==> src/dcr_pkg.sv <==
// Constants shared by the DMA channel control register block
package dcr_pkg;

	// ==========================================================
	// Address map inside the first memory BAR
	// ==========================================================
	localparam logic [15:0] H2C_BASE = 16'h0000; // Host-to-card channel 0 group
	localparam logic [15:0] C2H_BASE = 16'h2000; // Card-to-host channel 0 group
	localparam logic [15:0] GRP_STRIDE = 16'h0100; // Distance between channel groups
	localparam logic [15:0] COMMON_OFS = 16'h4000; // Common interrupt control
	localparam logic [15:0] USR_LO = 16'h9000; // Start of user register windows
	localparam logic [15:0] USR_HI = 16'h93ff; // End of user register windows

	// ==========================================================
	// Register offsets within a channel group
	// ==========================================================
	localparam logic [4:0] CTL_OFS = 5'h04; // Engine control
	localparam logic [4:0] NXT_OFS = 5'h08; // Next descriptor pointer
	localparam logic [4:0] SWP_OFS = 5'h0c; // Software descriptor pointer
	localparam logic [4:0] BYTES_OFS = 5'h1c; // Completed byte count

	// ==========================================================
	// Engine control field positions
	// ==========================================================
	localparam int CTL_IE = 0; // Per-engine interrupt enable
	localparam int CTL_ACT = 1; // Interrupt active
	localparam int CTL_DONE = 2; // Descriptor complete
	localparam int CTL_ALIGN = 3; // Descriptor alignment error
	localparam int CTL_FETCH = 4; // Descriptor fetch error
	localparam int CTL_ABORT = 5; // Software abort flag
	localparam int CTL_EN = 8; // Engine enable
	localparam int CTL_RUN = 10; // Transfer in progress
	localparam int CTL_WAIT = 11; // Waiting on descriptors
	localparam int CTL_RREQ = 14; // Reset request to user logic
	localparam int CTL_RST = 15; // Engine and user reset
	localparam int PTR_LSB = 5; // Pointer field low bit
	localparam int PTR_W = 27; // Pointer field width
	localparam int CNT_LSB = 2; // Byte count field low bit
	localparam int CNT_W = 30; // Byte count field width

	// ==========================================================
	// Common register field positions
	// ==========================================================
	localparam int CMN_GIE = 0; // Global interrupt enable
	localparam int CMN_IRQ = 1; // Gated interrupt output
	localparam int CMN_PEND = 2; // Raw interrupt state
	localparam int CMN_MODE = 3; // 1 = legacy wire, 0 = message
	localparam int CMN_UIE = 4; // User interrupt enable
	localparam int CMN_UACT = 5; // User interrupt active
	localparam int CMN_H2C_LSB = 16; // Host-to-card engine status
	localparam int CMN_C2H_LSB = 24; // Card-to-host engine status
	localparam int MAX_PER_DIR = 8; // Status slots per direction

	// ==========================================================
	// Reset values
	// ==========================================================
	localparam logic [31:0] REG_RESET = 32'h0000_0000; // All registers
	localparam logic [PTR_W-1:0] PTR_RESET = 27'h000_0000; // Pointer fields

	// ==========================================================
	// Timing
	// ==========================================================
	localparam int SAMPLE_US = 1_000_000; // Byte count sample period, us
	localparam int MCLK_MHZ = 250; // Core clock rate
	localparam int SAMPLE_CYC = SAMPLE_US * MCLK_MHZ; // Cycles per sample

endpackage

==> src/dcr_engine.sv <==
// Per-engine control, pointer and event flag registers
`timescale 1ns/1ps
`default_nettype none
module dcr_engine
	import dcr_pkg::*;
(
	input wire logic mclk,
	input wire logic reset_n,
	input wire logic wr_ctl,
	input wire logic wr_nxt,
	input wire logic wr_swp,
	input wire logic [31:0] wdata,
	input wire logic ev_done,
	input wire logic ev_align,
	input wire logic ev_fetch,
	input wire logic ev_abort,
	input wire logic mv_busy,
	input wire logic nxt_load,
	input wire logic [dcr_pkg::PTR_W-1:0] nxt_ptr,
	input wire logic rst_ack,
	output logic [31:0] ctl_rd,
	output logic [31:0] nxt_rd,
	output logic [31:0] swp_rd,
	output logic go,
	output logic irq,
	output logic rreq,
	output logic rst
);
	import dcr_pkg::*;

	// ==========================================================
	// State
	// ==========================================================
	logic ie_q, ie_d; // Interrupt enable
	logic [5:1] flg_q, flg_d; // W1C flags, bit positions as read
	logic en_q, en_d; // Engine enable
	logic busy_q, busy_d; // Registered mover status
	logic rreq_q, rreq_d; // Reset request
	logic rst_q, rst_d; // Engine reset
	logic go_q, go_d; // Descriptors pending
	logic irq_q, irq_d; // Engine interrupt request
	logic [PTR_W-1:0] nxt_q, nxt_d; // Next descriptor pointer
	logic [PTR_W-1:0] swp_q, swp_d; // Software descriptor pointer
	logic [5:1] w1c; // Bits software clears this cycle
	logic [5:1] evs; // Events arriving this cycle

	// ==========================================================
	// Next-state logic
	// ==========================================================
	always_comb
	begin
		w1c = wr_ctl ? wdata[5:1] : 5'h00;
		// Every event except abort also raises the active bit
		evs[CTL_DONE] = ev_done;
		evs[CTL_ALIGN] = ev_align;
		evs[CTL_FETCH] = ev_fetch;
		evs[CTL_ABORT] = ev_abort;
		evs[CTL_ACT] = ev_done | ev_align | ev_fetch;
		ie_d = wr_ctl ? wdata[CTL_IE] : ie_q;
		// Set wins over clear so no event is lost
		flg_d = (flg_q & ~w1c) | evs;
		en_d = wr_ctl ? wdata[CTL_EN] : en_q;
		rst_d = wr_ctl ? wdata[CTL_RST] : rst_q;
		// Software write sets or clears; acknowledge clears
		if (wr_ctl)
		begin
			rreq_d = wdata[CTL_RREQ];
		end
		else if (rst_ack)
		begin
			rreq_d = 1'b0;
		end
		else
		begin
			rreq_d = rreq_q;
		end
		// Pointer writable only while disabled
		if (wr_nxt && !en_q)
		begin
			nxt_d = wdata[31:PTR_LSB];
		end
		else if (nxt_load)
		begin
			nxt_d = nxt_ptr; // Mover advancing the chain
		end
		else
		begin
			nxt_d = nxt_q;
		end
		swp_d = wr_swp ? wdata[31:PTR_LSB] : swp_q;
		busy_d = mv_busy;
		// Engine reset clears working state, keeps itself
		if (rst_q)
		begin
			ie_d = 1'b0;
			flg_d = 5'h00;
			en_d = 1'b0;
		end
		go_d = en_d & ~rst_d & (nxt_d != swp_d);
		irq_d = ie_d & (|flg_d);
	end

	// ==========================================================
	// Registers
	// ==========================================================
	always_ff @(posedge mclk)
	begin
		if (!reset_n)
		begin
			ie_q <= 1'b0;
			flg_q <= 5'h00;
			en_q <= 1'b0;
			busy_q <= 1'b0;
			rreq_q <= 1'b0;
			rst_q <= 1'b0;
			go_q <= 1'b0;
			irq_q <= 1'b0;
			nxt_q <= PTR_RESET;
			swp_q <= PTR_RESET;
		end
		else
		begin
			ie_q <= ie_d;
			flg_q <= flg_d;
			en_q <= en_d;
			busy_q <= busy_d;
			rreq_q <= rreq_d;
			rst_q <= rst_d;
			go_q <= go_d;
			irq_q <= irq_d;
			nxt_q <= nxt_d;
			swp_q <= swp_d;
		end
	end

	// ==========================================================
	// Read views; low pointer bits force 32-byte alignment
	// ==========================================================
	assign ctl_rd = {16'h0000, rst_q, rreq_q, 2'b00,
		en_q & ~busy_q & (nxt_q == swp_q), busy_q, 1'b0, en_q, 2'b00,
		flg_q, ie_q};
	assign nxt_rd = {nxt_q, 5'h00};
	assign swp_rd = {swp_q, 5'h00};
	assign go = go_q;
	assign irq = irq_q;
	assign rreq = rreq_q;
	assign rst = rst_q;
endmodule
`default_nettype wire

==> src/dcr_rate.sv <==
// One-second completed byte counter with sample count
`timescale 1ns/1ps
`default_nettype none
module dcr_rate
	import dcr_pkg::*;
#(
	parameter int WORDS_W = 4
)
(
	input wire logic mclk,
	input wire logic reset_n,
	input wire logic tick,
	input wire logic words_vld,
	input wire logic [WORDS_W-1:0] words,
	output logic [31:0] cnt_rd
);
	import dcr_pkg::*;

	// ==========================================================
	// State: running total and last published sample
	// ==========================================================
	logic [CNT_W-1:0] acc_q, acc_d; // Words in current second
	logic [CNT_W-1:0] cnt_q, cnt_d; // Words in previous second
	logic [1:0] smp_q, smp_d; // Sample count
	logic [CNT_W-1:0] add; // This cycle's words

	// Counts 4-byte words; the total wraps if a second overflows
	always_comb
	begin
		add = words_vld ? CNT_W'(words) : '0;
		acc_d = acc_q + add;
		cnt_d = cnt_q;
		smp_d = smp_q;
		if (tick)
		begin
			cnt_d = acc_q + add;
			acc_d = '0;
			smp_d = smp_q + 2'h1;
		end
	end

	always_ff @(posedge mclk)
	begin
		if (!reset_n)
		begin
			acc_q <= '0;
			cnt_q <= '0;
			smp_q <= 2'h0;
		end
		else
		begin
			acc_q <= acc_d;
			cnt_q <= cnt_d;
			smp_q <= smp_d;
		end
	end

	assign cnt_rd = {cnt_q, smp_q};
endmodule
`default_nettype wire

==> src/dcr_top.sv <==
// DMA channel control and common interrupt registers in the first BAR
//
// Overview of operation
// - All registers decode inside first memory BAR
// - Channel groups at 0x0, 0x100, 0x2000, 0x2100
// - Common interrupt registers at offset 0x4000
// - User windows reserved from 0x9000 to 0x93FF
// - Bit0 gates interrupts; bit1 sticky, write-one clears
// - Completion descriptor sets bit2, raises interrupt
// - Unaligned descriptor aborts, sets bit3, interrupts
// - Failed descriptor fetch sets bit4, interrupts
// - Software abort sets sticky bit5 flag
// - Enabled engine runs while pointers differ
// - Bit10 shows running, bit11 shows waiting
// - Bit14 requests user reset; acknowledge clears
// - Bit15 resets engine and user logic
// - Next pointer writable only while engine disabled
// - Low five pointer bits read zero
// - Bits 31:2 give last second's words
// - Bits 1:0 count captured samples
// - Common bit0 enables interrupts for all engines
// - Bit1 gated interrupt, bit2 raw pending
// - Bit3 reports legacy or message interrupts
// - Common bit4 enables user interrupts
// - Common bit5 user interrupt active, write-one clears
// - Bits 23:16, 31:24 per-engine status, absent zero
`timescale 1ns/1ps
`default_nettype none
module dcr_top
	import dcr_pkg::*;
#(
	parameter int NUM_H2C = 2,
	parameter int NUM_C2H = 2,
	parameter int WORDS_W = 4,
	parameter int SEC_CYCLES = dcr_pkg::SAMPLE_CYC
)
(
	input wire logic mclk,
	input wire logic reset_n,
	input wire logic bar0_hit,
	input wire logic reg_wr,
	input wire logic reg_rd,
	input wire logic [15:0] reg_addr,
	input wire logic [31:0] reg_wdata,
	output logic [31:0] reg_rdata,
	output logic reg_rvalid,
	output logic usr_wr,
	output logic usr_rd,
	output logic [15:0] usr_addr,
	output logic [31:0] usr_wdata,
	input wire logic [31:0] usr_rdata,
	input wire logic [NUM_H2C+NUM_C2H-1:0] mv_done,
	input wire logic [NUM_H2C+NUM_C2H-1:0] mv_align_err,
	input wire logic [NUM_H2C+NUM_C2H-1:0] mv_fetch_err,
	input wire logic [NUM_H2C+NUM_C2H-1:0] mv_abort,
	input wire logic [NUM_H2C+NUM_C2H-1:0] mv_busy,
	input wire logic [NUM_H2C+NUM_C2H-1:0] mv_nxt_load,
	input wire logic [(NUM_H2C+NUM_C2H)*dcr_pkg::PTR_W-1:0] mv_nxt_ptr,
	input wire logic [NUM_H2C+NUM_C2H-1:0] mv_words_vld,
	input wire logic [(NUM_H2C+NUM_C2H)*WORDS_W-1:0] mv_words,
	output logic [NUM_H2C+NUM_C2H-1:0] eng_go,
	output logic [NUM_H2C+NUM_C2H-1:0] eng_rst,
	output logic [NUM_H2C+NUM_C2H-1:0] user_rst_req,
	output logic [NUM_H2C+NUM_C2H-1:0] user_rst,
	input wire logic [NUM_H2C+NUM_C2H-1:0] user_rst_ack,
	input wire logic user_irq_req,
	input wire logic legacy_mode_pin,
	output logic irq_out
);
	import dcr_pkg::*;

	localparam int NE = NUM_H2C + NUM_C2H; // Engines in total

	// ==========================================================
	// Decode helpers
	// ==========================================================

	// Group base of engine i: host-to-card first, then card-to-host
	function automatic logic [15:0] grp_base(input int i);
		logic [15:0] b;
		if (i < NUM_H2C)
		begin
			b = H2C_BASE + 16'(i) * GRP_STRIDE;
		end
		else
		begin
			b = C2H_BASE + 16'(i - NUM_H2C) * GRP_STRIDE;
		end
		return b;
	endfunction

	// True when the address falls in the 32-byte group of engine i
	function automatic logic eng_sel(input logic [15:0] a, input int i);
		logic [15:0] b;
		b = grp_base(i);
		return (a[15:5] == b[15:5]);
	endfunction

	// ==========================================================
	// Request qualification
	// ==========================================================
	logic wr_ok; // Write aimed at this BAR
	logic rd_ok; // Read aimed at this BAR
	logic in_usr; // Address in user windows
	logic in_cmn; // Address is the common register
	assign wr_ok = reg_wr & bar0_hit;
	assign rd_ok = reg_rd & bar0_hit;
	assign in_usr = (reg_addr >= USR_LO) && (reg_addr <= USR_HI);
	assign in_cmn = (reg_addr == COMMON_OFS);

	// ==========================================================
	// Engines and their byte counters
	// ==========================================================
	logic [31:0] ctl_rd [NE]; // Engine control views
	logic [31:0] nxt_rd [NE]; // Next pointer views
	logic [31:0] swp_rd [NE]; // Software pointer views
	logic [31:0] cnt_rd [NE]; // Byte count views
	logic [NE-1:0] eng_irq; // Per-engine interrupt requests
	logic [NE-1:0] rst_w; // Engine reset bits
	logic tick_q, tick_d; // One-second sample pulse

	for (genvar g = 0; g < NE; g++)
	begin : g_eng
		logic hit; // Write hits this engine group
		assign hit = wr_ok & eng_sel(reg_addr, g);
		dcr_engine u_eng (
			.mclk(mclk),
			.reset_n(reset_n),
			.wr_ctl(hit && reg_addr[4:0] == CTL_OFS),
			.wr_nxt(hit && reg_addr[4:0] == NXT_OFS),
			.wr_swp(hit && reg_addr[4:0] == SWP_OFS),
			.wdata(reg_wdata),
			.ev_done(mv_done[g]),
			.ev_align(mv_align_err[g]),
			.ev_fetch(mv_fetch_err[g]),
			.ev_abort(mv_abort[g]),
			.mv_busy(mv_busy[g]),
			.nxt_load(mv_nxt_load[g]),
			.nxt_ptr(mv_nxt_ptr[g*PTR_W +: PTR_W]),
			.rst_ack(user_rst_ack[g]),
			.ctl_rd(ctl_rd[g]),
			.nxt_rd(nxt_rd[g]),
			.swp_rd(swp_rd[g]),
			.go(eng_go[g]),
			.irq(eng_irq[g]),
			.rreq(user_rst_req[g]),
			.rst(rst_w[g])
		);
		dcr_rate #(
			.WORDS_W(WORDS_W)
		) u_rate (
			.mclk(mclk),
			.reset_n(reset_n),
			.tick(tick_q),
			.words_vld(mv_words_vld[g]),
			.words(mv_words[g*WORDS_W +: WORDS_W]),
			.cnt_rd(cnt_rd[g])
		);
	end

	// Same flop feeds both; the mover and user logic see one reset
	assign eng_rst = rst_w;
	assign user_rst = rst_w;

	// ==========================================================
	// One-second divider shared by all byte counters
	// ==========================================================
	logic [31:0] sec_q, sec_d; // Cycles into the second

	always_comb
	begin
		tick_d = (sec_q == 32'(SEC_CYCLES - 1));
		sec_d = tick_d ? 32'h0000_0000 : sec_q + 32'h0000_0001;
	end

	always_ff @(posedge mclk)
	begin
		if (!reset_n)
		begin
			sec_q <= 32'h0000_0000;
			tick_q <= 1'b0;
		end
		else
		begin
			sec_q <= sec_d;
			tick_q <= tick_d;
		end
	end

	// ==========================================================
	// Interrupt mode strap, synchronised before use
	// ==========================================================
	logic mode_s1_q; // First stage, read only by second
	logic mode_q; // Stable mode level

	always_ff @(posedge mclk)
	begin
		if (!reset_n)
		begin
			mode_s1_q <= 1'b0;
			mode_q <= 1'b0;
		end
		else
		begin
			mode_s1_q <= legacy_mode_pin;
			mode_q <= mode_s1_q;
		end
	end

	// ==========================================================
	// Common interrupt control
	// ==========================================================
	logic gie_q, gie_d; // Global interrupt enable
	logic uie_q, uie_d; // User interrupt enable
	logic uact_q, uact_d; // User interrupt active
	logic pend_q, pend_d; // Raw interrupt state
	logic irq_q, irq_d; // Gated interrupt output
	logic [MAX_PER_DIR-1:0] h2c_st; // Host-to-card status slots
	logic [MAX_PER_DIR-1:0] c2h_st; // Card-to-host status slots
	logic cmn_wr; // Write to the common register

	assign cmn_wr = wr_ok & in_cmn;

	always_comb
	begin
		// Absent engines leave their slots at zero
		h2c_st = '0;
		c2h_st = '0;
		for (int i = 0; i < NUM_H2C; i++)
		begin
			h2c_st[i] = eng_irq[i];
		end
		for (int i = 0; i < NUM_C2H; i++)
		begin
			c2h_st[i] = eng_irq[NUM_H2C + i];
		end
		gie_d = cmn_wr ? reg_wdata[CMN_GIE] : gie_q;
		uie_d = cmn_wr ? reg_wdata[CMN_UIE] : uie_q;
		// Request sets, write-one clears, set wins
		uact_d = (uact_q & ~(cmn_wr & reg_wdata[CMN_UACT]))
			| (user_irq_req & uie_q);
		pend_d = (|eng_irq) | uact_q;
		irq_d = gie_q & pend_d;
	end

	always_ff @(posedge mclk)
	begin
		if (!reset_n)
		begin
			gie_q <= 1'b0;
			uie_q <= 1'b0;
			uact_q <= 1'b0;
			pend_q <= 1'b0;
			irq_q <= 1'b0;
		end
		else
		begin
			gie_q <= gie_d;
			uie_q <= uie_d;
			uact_q <= uact_d;
			pend_q <= pend_d;
			irq_q <= irq_d;
		end
	end

	assign irq_out = irq_q;

	// ==========================================================
	// Read path and user window forwarding
	// ==========================================================
	// Core registers answer one cycle after the request, user
	// windows two; user logic must drive its data in the cycle usr_rd is high.
	logic [31:0] rdata_q, rdata_d; // Read answer
	logic rvalid_q, rvalid_d; // Answer strobe
	logic uwr_q, uwr_d; // Forwarded user write
	logic urd_q, urd_d; // Forwarded user read
	logic [15:0] uaddr_q, uaddr_d; // Forwarded address
	logic [31:0] uwdata_q, uwdata_d; // Forwarded write data
	logic [31:0] cmn_rd; // Common register view

	assign cmn_rd = {c2h_st, h2c_st, 10'h000, uact_q, uie_q, mode_q,
		pend_q, irq_q, gie_q};

	always_comb
	begin
		// Answer holds until the next one replaces it
		rdata_d = rdata_q;
		rvalid_d = 1'b0;
		uwr_d = wr_ok & in_usr;
		urd_d = rd_ok & in_usr;
		uaddr_d = (wr_ok | rd_ok) & in_usr ? reg_addr : uaddr_q;
		uwdata_d = (wr_ok & in_usr) ? reg_wdata : uwdata_q;
		if (urd_q)
		begin
			rdata_d = usr_rdata; // User answer, second cycle
			rvalid_d = 1'b1;
		end
		else if (rd_ok && !in_usr)
		begin
			rvalid_d = 1'b1;
			rdata_d = in_cmn ? cmn_rd : REG_RESET;
			for (int i = 0; i < NE; i++)
			begin
				if (eng_sel(reg_addr, i))
				begin
					case (reg_addr[4:0])
						CTL_OFS: rdata_d = ctl_rd[i];
						NXT_OFS: rdata_d = nxt_rd[i];
						SWP_OFS: rdata_d = swp_rd[i];
						BYTES_OFS: rdata_d = cnt_rd[i];
						default: rdata_d = REG_RESET; // Holes read zero
					endcase
				end
			end
		end
	end

	always_ff @(posedge mclk)
	begin
		if (!reset_n)
		begin
			rdata_q <= REG_RESET;
			rvalid_q <= 1'b0;
			uwr_q <= 1'b0;
			urd_q <= 1'b0;
			uaddr_q <= 16'h0000;
			uwdata_q <= REG_RESET;
		end
		else
		begin
			rdata_q <= rdata_d;
			rvalid_q <= rvalid_d;
			uwr_q <= uwr_d;
			urd_q <= urd_d;
			uaddr_q <= uaddr_d;
			uwdata_q <= uwdata_d;
		end
	end

	assign reg_rdata = rdata_q;
	assign reg_rvalid = rvalid_q;
	assign usr_wr = uwr_q;
	assign usr_rd = urd_q;
	assign usr_addr = uaddr_q;
	assign usr_wdata = uwdata_q;
endmodule
`default_nettype wire

==> config.mk <==
export PLATFORM = sky130hd
export DESIGN_NAME = dcr_top
export DESIGN_NICKNAME = d
export VERILOG_FILES = /design/src/dcr_pkg.sv /design/src/dcr_engine.sv /design/src/dcr_rate.sv /design/src/dcr_top.sv
export SDC_FILE = /design/constraint.sdc
export NUM_CORES = 2
export LEC_CHECK = 0
export BUFFER_PORTS_ARGS = -buffer_cell sky130_fd_sc_hd__buf_2
export CAP_MARGIN = 0
export CORE_MARGIN = 2
export CORE_UTILIZATION = 45
export CTS_BUF_LIST = sky130_fd_sc_hd__clkbuf_2
export CTS_CLUSTER_DIAMETER = 50
export DETAILED_ROUTE_END_ITERATION = 6
export GPL_TIMING_DRIVEN = 0
export HOLD_SLACK_MARGIN = 0.05
export PLACE_DENSITY_LB_ADDON = 0.12
export SYNTH_ARGS = -nofsm -noshare
export SYNTH_HDL_FRONTEND = slang
export SYNTH_SLANG_ARGS = --single-unit
==> constraint.sdc <==
create_clock -name mclk -period 4.3 [get_ports mclk]
set_input_delay 0.645 -clock mclk [delete_from_list [all_inputs] [get_ports mclk]]
set_output_delay 0.645 -clock mclk [all_outputs]
set_load 0.01 [all_outputs]
After elaboration in Yosys (flattened, before gate mapping). Cells that the tools add are included.

Flip-flop bits (word level): 635. Input port bits: 243. Output and inout port bits: 100. Word-level logic and storage cells: 275.

$add $sub $neg: 9. Equality and inequality tests: 21. Bitwise gates (word level): 67. Muxes and demuxes: 73. Reduce and logical (&&, ||, !) cells: 36. Magnitude comparators: 2.

Operators by type and width (number): $pmux W32 S4 (4); $mux W27 (12); $mux W32 (6); $mux W16 (8); $add A30 B30 Y30 (4); $eq A27 B27 Y1 (4); $ne A27 B27 Y1 (4); $eq A11 B11 Y1 (4); $mux W5 (8); $and A1 B1 Y1 (34); $add A32 B1 Y32 const B (1); $eq A32 B28 Y1 const B (1); $mux W1 (30); $mux W26 (1); $eq A11 B9 Y1 const B (2); $and A5 B5 Y5 (4); $not A5 Y5 (4); $or A5 B5 Y5 (4); $reduce_or A5 Y1 (4); $logic_and A1 B1 Y1 (18); $eq A16 B15 Y1 const B (1); $ge A16 B16 Y1 const B (1); $le A16 B16 Y1 const B (1); $mux W4 (4); 12 further kinds (44).

Longest topological paths before layout.
Depth in word-level cells: 13. Mapped depth: 11. Depth with buffers taken out: 11.

Modules after synthesis. A second synthesis with hierarchy kept.

Cell total of the unflattened synthesis: 4433. Area total of the unflattened synthesis: 37130.6 µm².

By module, submodules not included: dcr_engine (cells each 549, sequential area each 1321.3 µm², times used 4, area each 4454.3 µm²); dcr_rate (cells each 275, sequential area each 1241.2 µm², times used 4, area each 2607.5 µm²); dcr_top (cells each 1137, sequential area each 2462.4 µm², times used 1, area each 8883.5 µm²).

Worst setup path before layout. No wires, ideal clock.

Kind: input -> register. Start point: in mv_words[0]. End point: reg g_eng[0].u_rate.cnt_q[24]. Setup slack: 1020 ps. Cell stages on the path: 10. Required time: 4214 ps. Setup time: 86 ps. Data arrival time: 3195 ps. Path buffers: 0. Cell sequence: and2_1 ha_1 inv_1 fa_1 nor2b_1 o21ai_0 a2111oi_0 nand4_1 xor2_1 a211oi_1.

Longest elaborated chain between the ends: 2.

RTL lines: start: declaration (line dcr_top.sv:60) `input wire logic [(NUM_H2C+NUM_C2H)*WORDS_W-1:0] mv_words,`; $mux W4 (line dcr_rate.sv:30) `add = words_vld ? CNT_W'(words) : '0;`; $add A30 B30 Y30 (line dcr_rate.sv:36) `cnt_d = acc_q + add;`; end signal: assignment (line dcr_rate.sv:53) `cnt_q <= cnt_d;`; end: declaration (line dcr_rate.sv:23) `logic [CNT_W-1:0] cnt_q, cnt_d;`.

No other way between the ends. A chain may end at the register's enable or synchronous reset.

Worst setup path in the final report.
Start point: in reg_addr[1]. End point: reg rdata_q[31] (netlist: reg_rdata[31]).

Longest elaborated chain between the ends: 8. Elaborated cells between the ends (all ways): 20. Classes of those cells: 2 x order compare; 4 x eq/ne; 10 x mux; 4 x reduce/logical.

RTL lines: start: declaration (line dcr_top.sv:43) `input wire logic [15:0] reg_addr,`; $eq A5 B5 Y1, or another cell as far along (line dcr_top.sv:306) `case (reg_addr[4:0])`; $pmux W32 S4 (line dcr_top.sv:306); $mux W32 (4 in series) (line dcr_top.sv:304) `if (eng_sel(reg_addr, i))`; $mux W32 (line dcr_top.sv:298) `else if (rd_ok && !in_usr)`; $mux W32 (line dcr_top.sv:293) `if (urd_q)`; end signal: assignment (line dcr_top.sv:331) `rdata_q <= rdata_d;`; end: declaration (line dcr_top.sv:273) `logic [31:0] rdata_q, rdata_d;`.

Several ways; a longest one is shown, not always the timed one. The select of a mux whose other input is x is not followed.

==> metrics.yaml <==
outcome:
  outcome: "finished, violations left"
  violations: "DRC, capacitance limit, slew limit, setup timing"
worst_setup_path:
  arrival_ps: 5920
  slowest_delay_ps: 850
  crit_path_end_kind: "flip-flop"
  worstSetupPathType: "input pin to flip-flop"
  worstPathMaxFanout: 10
  crit_path_top_delay_cell: "buf_1"
  critical_path.top_delay_family: "buffers and inverters"
  critPathBufInv: 5
  cp.required_ps: 5730
  path_cells: "buf_2, or4b_1, buf_2, nor2_2, buf_2, buf_1, clkbuf_1, a222oi_1, o22ai_1, o21ai_1, a21oi_1"
  critPathLaunchType: "input pin"
  worst_path_most_repeated_cell: "buf_2"
yosys:
  synthTopCellsByCount: "dfxtp_1, nor2_1, nand2_1"
  async_reset_ff_share_pct: 0
  yosysTopAreaCellShare_pct: 37.03
  yosys_warnings: 0
  synth.avg_cell_area_um2: 8.071
  ys_top_cells_by_area: "dfxtp_1, xor2_1, nor2_1"
  syn_area_mm2: 0.03433
  yosysUniqueCellTypes: 77
  synthMostInstantiatedCell: "dfxtp_1"
  synth_nets: 4518
  synth_top_flop_cell: "dfxtp_1"
  syn_inst: 4254
  yosysTopAreaCell: "dfxtp_1"
  synth_edf_count: 0
  ys_ff_latch: 635
  yosysSeqAreaShare_pct: 37.03
power_and_ir_drop:
  leakagePower_nw: 15.79
  pwr-share-seq_pct: 49.3
  p_per_area_mw_per_mm2: 297.0
  p_sw_mw: 4.200
  clkPwrFrac_pct: 36.5
  internal-power_mw: 8.325
  irDropWorstVdd_mv: 0.2229
  p_comb_share_pct: 14.2
  swShare_pct: 33.53
grt:
  antenna_found_initial: 7
  grt_pass1_vias: 37390
  grt_pass1_wl_mm: 270.1
  track_usage_pct: 48.16
  gr-total-overflow: 0
  grt_max_degree: 17
final_layout:
  postLayoutCellArea_mm2: 0.04218
  drive_gt1_share_pct: 12.60
  area_growth_pct: 22.85
  finish.utilization_pct: 55.72
  nFillCells: 7159
  layout.nets: 5354
die:
  start_util_pct: 45.36
  die_width_um: 280.2
  io_pins: 343
  die_y_um: 280.2
  placementRows: 101
  coreArea_mm2: 0.07570
  dieArea_mm2: 0.07852
routing:
  routed_wl_mm: 195.6
  drc: 29
  via_per_inst: 6.510
  drtIter0Drc: 6537
  routedWlPerCell_um: 31.60
  drt-pass1-iter-count: 7
  dr_total_vias: 40290
  ant_nets: 0
placement:
  io_buffers: 314
  placed_cell_area_mm2: 0.03716
  gp_congestion: 1.072
  post-dp-hpwl_mm: 145.2
clock_network:
  clkLatencyLatePin_ps: 1530
  root_buffer: "clkbuf_2"
  clk_path_buf_depth: 3
  htreeDepth: 4
  clock-sinks: 635
  cts_buffers: 172
  cts_tree: "done"
  clkSlewWorstSetupHoldPaths_ps: 110
timing:
  slew_violations: 74
  max_clock_freq_ghz: 0.2230
  rsz0062_at_grt: "false"
  period_needed_ps: 4484
  clock_skew_ps: 169.9
  tightest_slew_ps: 1605
  final.setup.worst_slack_ps: -183.5
  slew_headroom_pct: -7.028
  finalSetupViolCount: 11
  hold_viol_final: 0
  post-route-period-util_pct: 104.3
  setup_tns_ps: -980.5
job:
  maxCapViolCount: 10
worst_hold_path:
  hp-class: "input pin to flip-flop"
## worst min-delay path, delay by kind of cell
family                 cells  cell delay (ps)
buffers and inverters      1              340
muxes                      1              300
AOI/OAI and AO/OA          1              230
## flip-flops by register name, summed over array words and instances (netlist names), 8 cells and up
name / cells
reg_rdata: 32
g_eng.u_rate.acc_q: 120
g_eng.u_eng.flg_q: 20
usr_wdata: 32
g_eng.u_eng.swp_q: 108
sec_q: 32
usr_addr: 16
g_eng.u_eng.nxt_q: 108
g_eng.u_rate.smp_q: 8
g_eng.u_rate.cnt_q: 120
## cell type report
class	count	area, µm²	share of cell area, %
diodes	2	5.005	0.01187
plain buffers	412	1650	3.913
clock buffers	248	1241	2.943
clock inverters	44	300.3	0.7119
inverters	84	315.3	0.7475
multi-input cells	3123	19690	46.67
flip-flops and latches	635	12710	30.14
well taps	978	1224	2.901
repair buffers	662	5045	11.96
## final timing paths
| check | startpoint | depth (start not counted) | slack, ps | endpoint |
|---|---|---|---|---|
| worst max register to register | g_eng[2].u_eng.en_q$_SDFF_PN0_ | 8 | 350 | g_eng[2].u_eng.go$_SDFF_PN0_ |
| worst max-delay path | reg_addr[1] | 11 | -180 | reg_rdata[31]$_SDFFE_PN0P_ |
| worst min register to register | mode_s1_q$_SDFF_PN0_ | 1 | 430 | mode_q$_SDFF_PN0_ |
| worst min-delay path | mv_nxt_load[0] | 3 | 140 | g_eng[0].u_eng.nxt_q[1]$_SDFF_PN0_ |
## cell families (layout without fill, tap and decap cells)
kind of cell               count (synthesis)  after routing  synth area share (%)
AOI/OAI and AO/OA                       1090           1090                 22.46
buffers and inverters                    496           1450                 5.722
adders and majority gates                 22             22                0.8819
and+or+nand+nor                         1511           1511                 20.66
DFF                                      635            635                 37.03
muxes                                    136            136                 3.965
other                                      0              2                     0
xor gates and xnor gates                 364            364                 9.286
## power groups by stage
stage               logic, mW  clock network [mW]  registers, mW
floorplan               0.813                   0           6.19
global placement         1.45                   0           6.28
detailed placement       1.45                   0           6.28
CTS                      1.69                4.55           6.15
global route             1.84                4.85           6.17
finish                   1.78                4.57           6.17
## through the flow
stage               instances  setup slack [ps]  power [mW]  hold WS, ps
finish                   6188            -183.5       12.53        139.5
global route             6187             10.58       12.85        127.3
CTS                      6185             208.6       12.39        51.35
detailed placement       5549             -1095       7.731        425.8
global placement         5546             -1159       7.735        416.8
floorplan                4254              1020       7.001        411.9
## layer usage
layer / global-route usage, % / vias up / routed length, µm
li1: - / 17280 / -
met1: 60.41 / 19140 / 73230
met2: 67.89 / 3070 / 78280
met3: 16.72 / 789 / 27240
met4: 35.57 / 10 / 16760
met5: 0 / - / 61
## layout by cell type, fill, tap and decap left out, types with 44 or more instances in the layout
cell	instances
nor2_1	504
a21oi_1	302
xor2_1	228
clkbuf_2	250
a31oi_1	67
nand4_1	83
nand3_1	127
xnor2_1	136
dfxtp_1	635
o21ai_0	44
dlygate4sd3_1	344
clkbuf_1	329
a211oi_1	200
nand2_1	485
a222oi_1	108
nor4_1	47
o22ai_1	44
inv_1	80
buf_2	336
a22oi_1	63
mux2i_1	136
## what timing repair did
| action | CTS | global route |
|---|---|---|
| endpoints found under the setup margin | 0 | 6 |
| buffers inserted | 0 | 0 |
| endpoints found under the hold margin | 266 | 0 |
| hold buffers | 344 | 0 |
| resized for setup | 0 | 4 |
(Power assumes the default switching activity.)
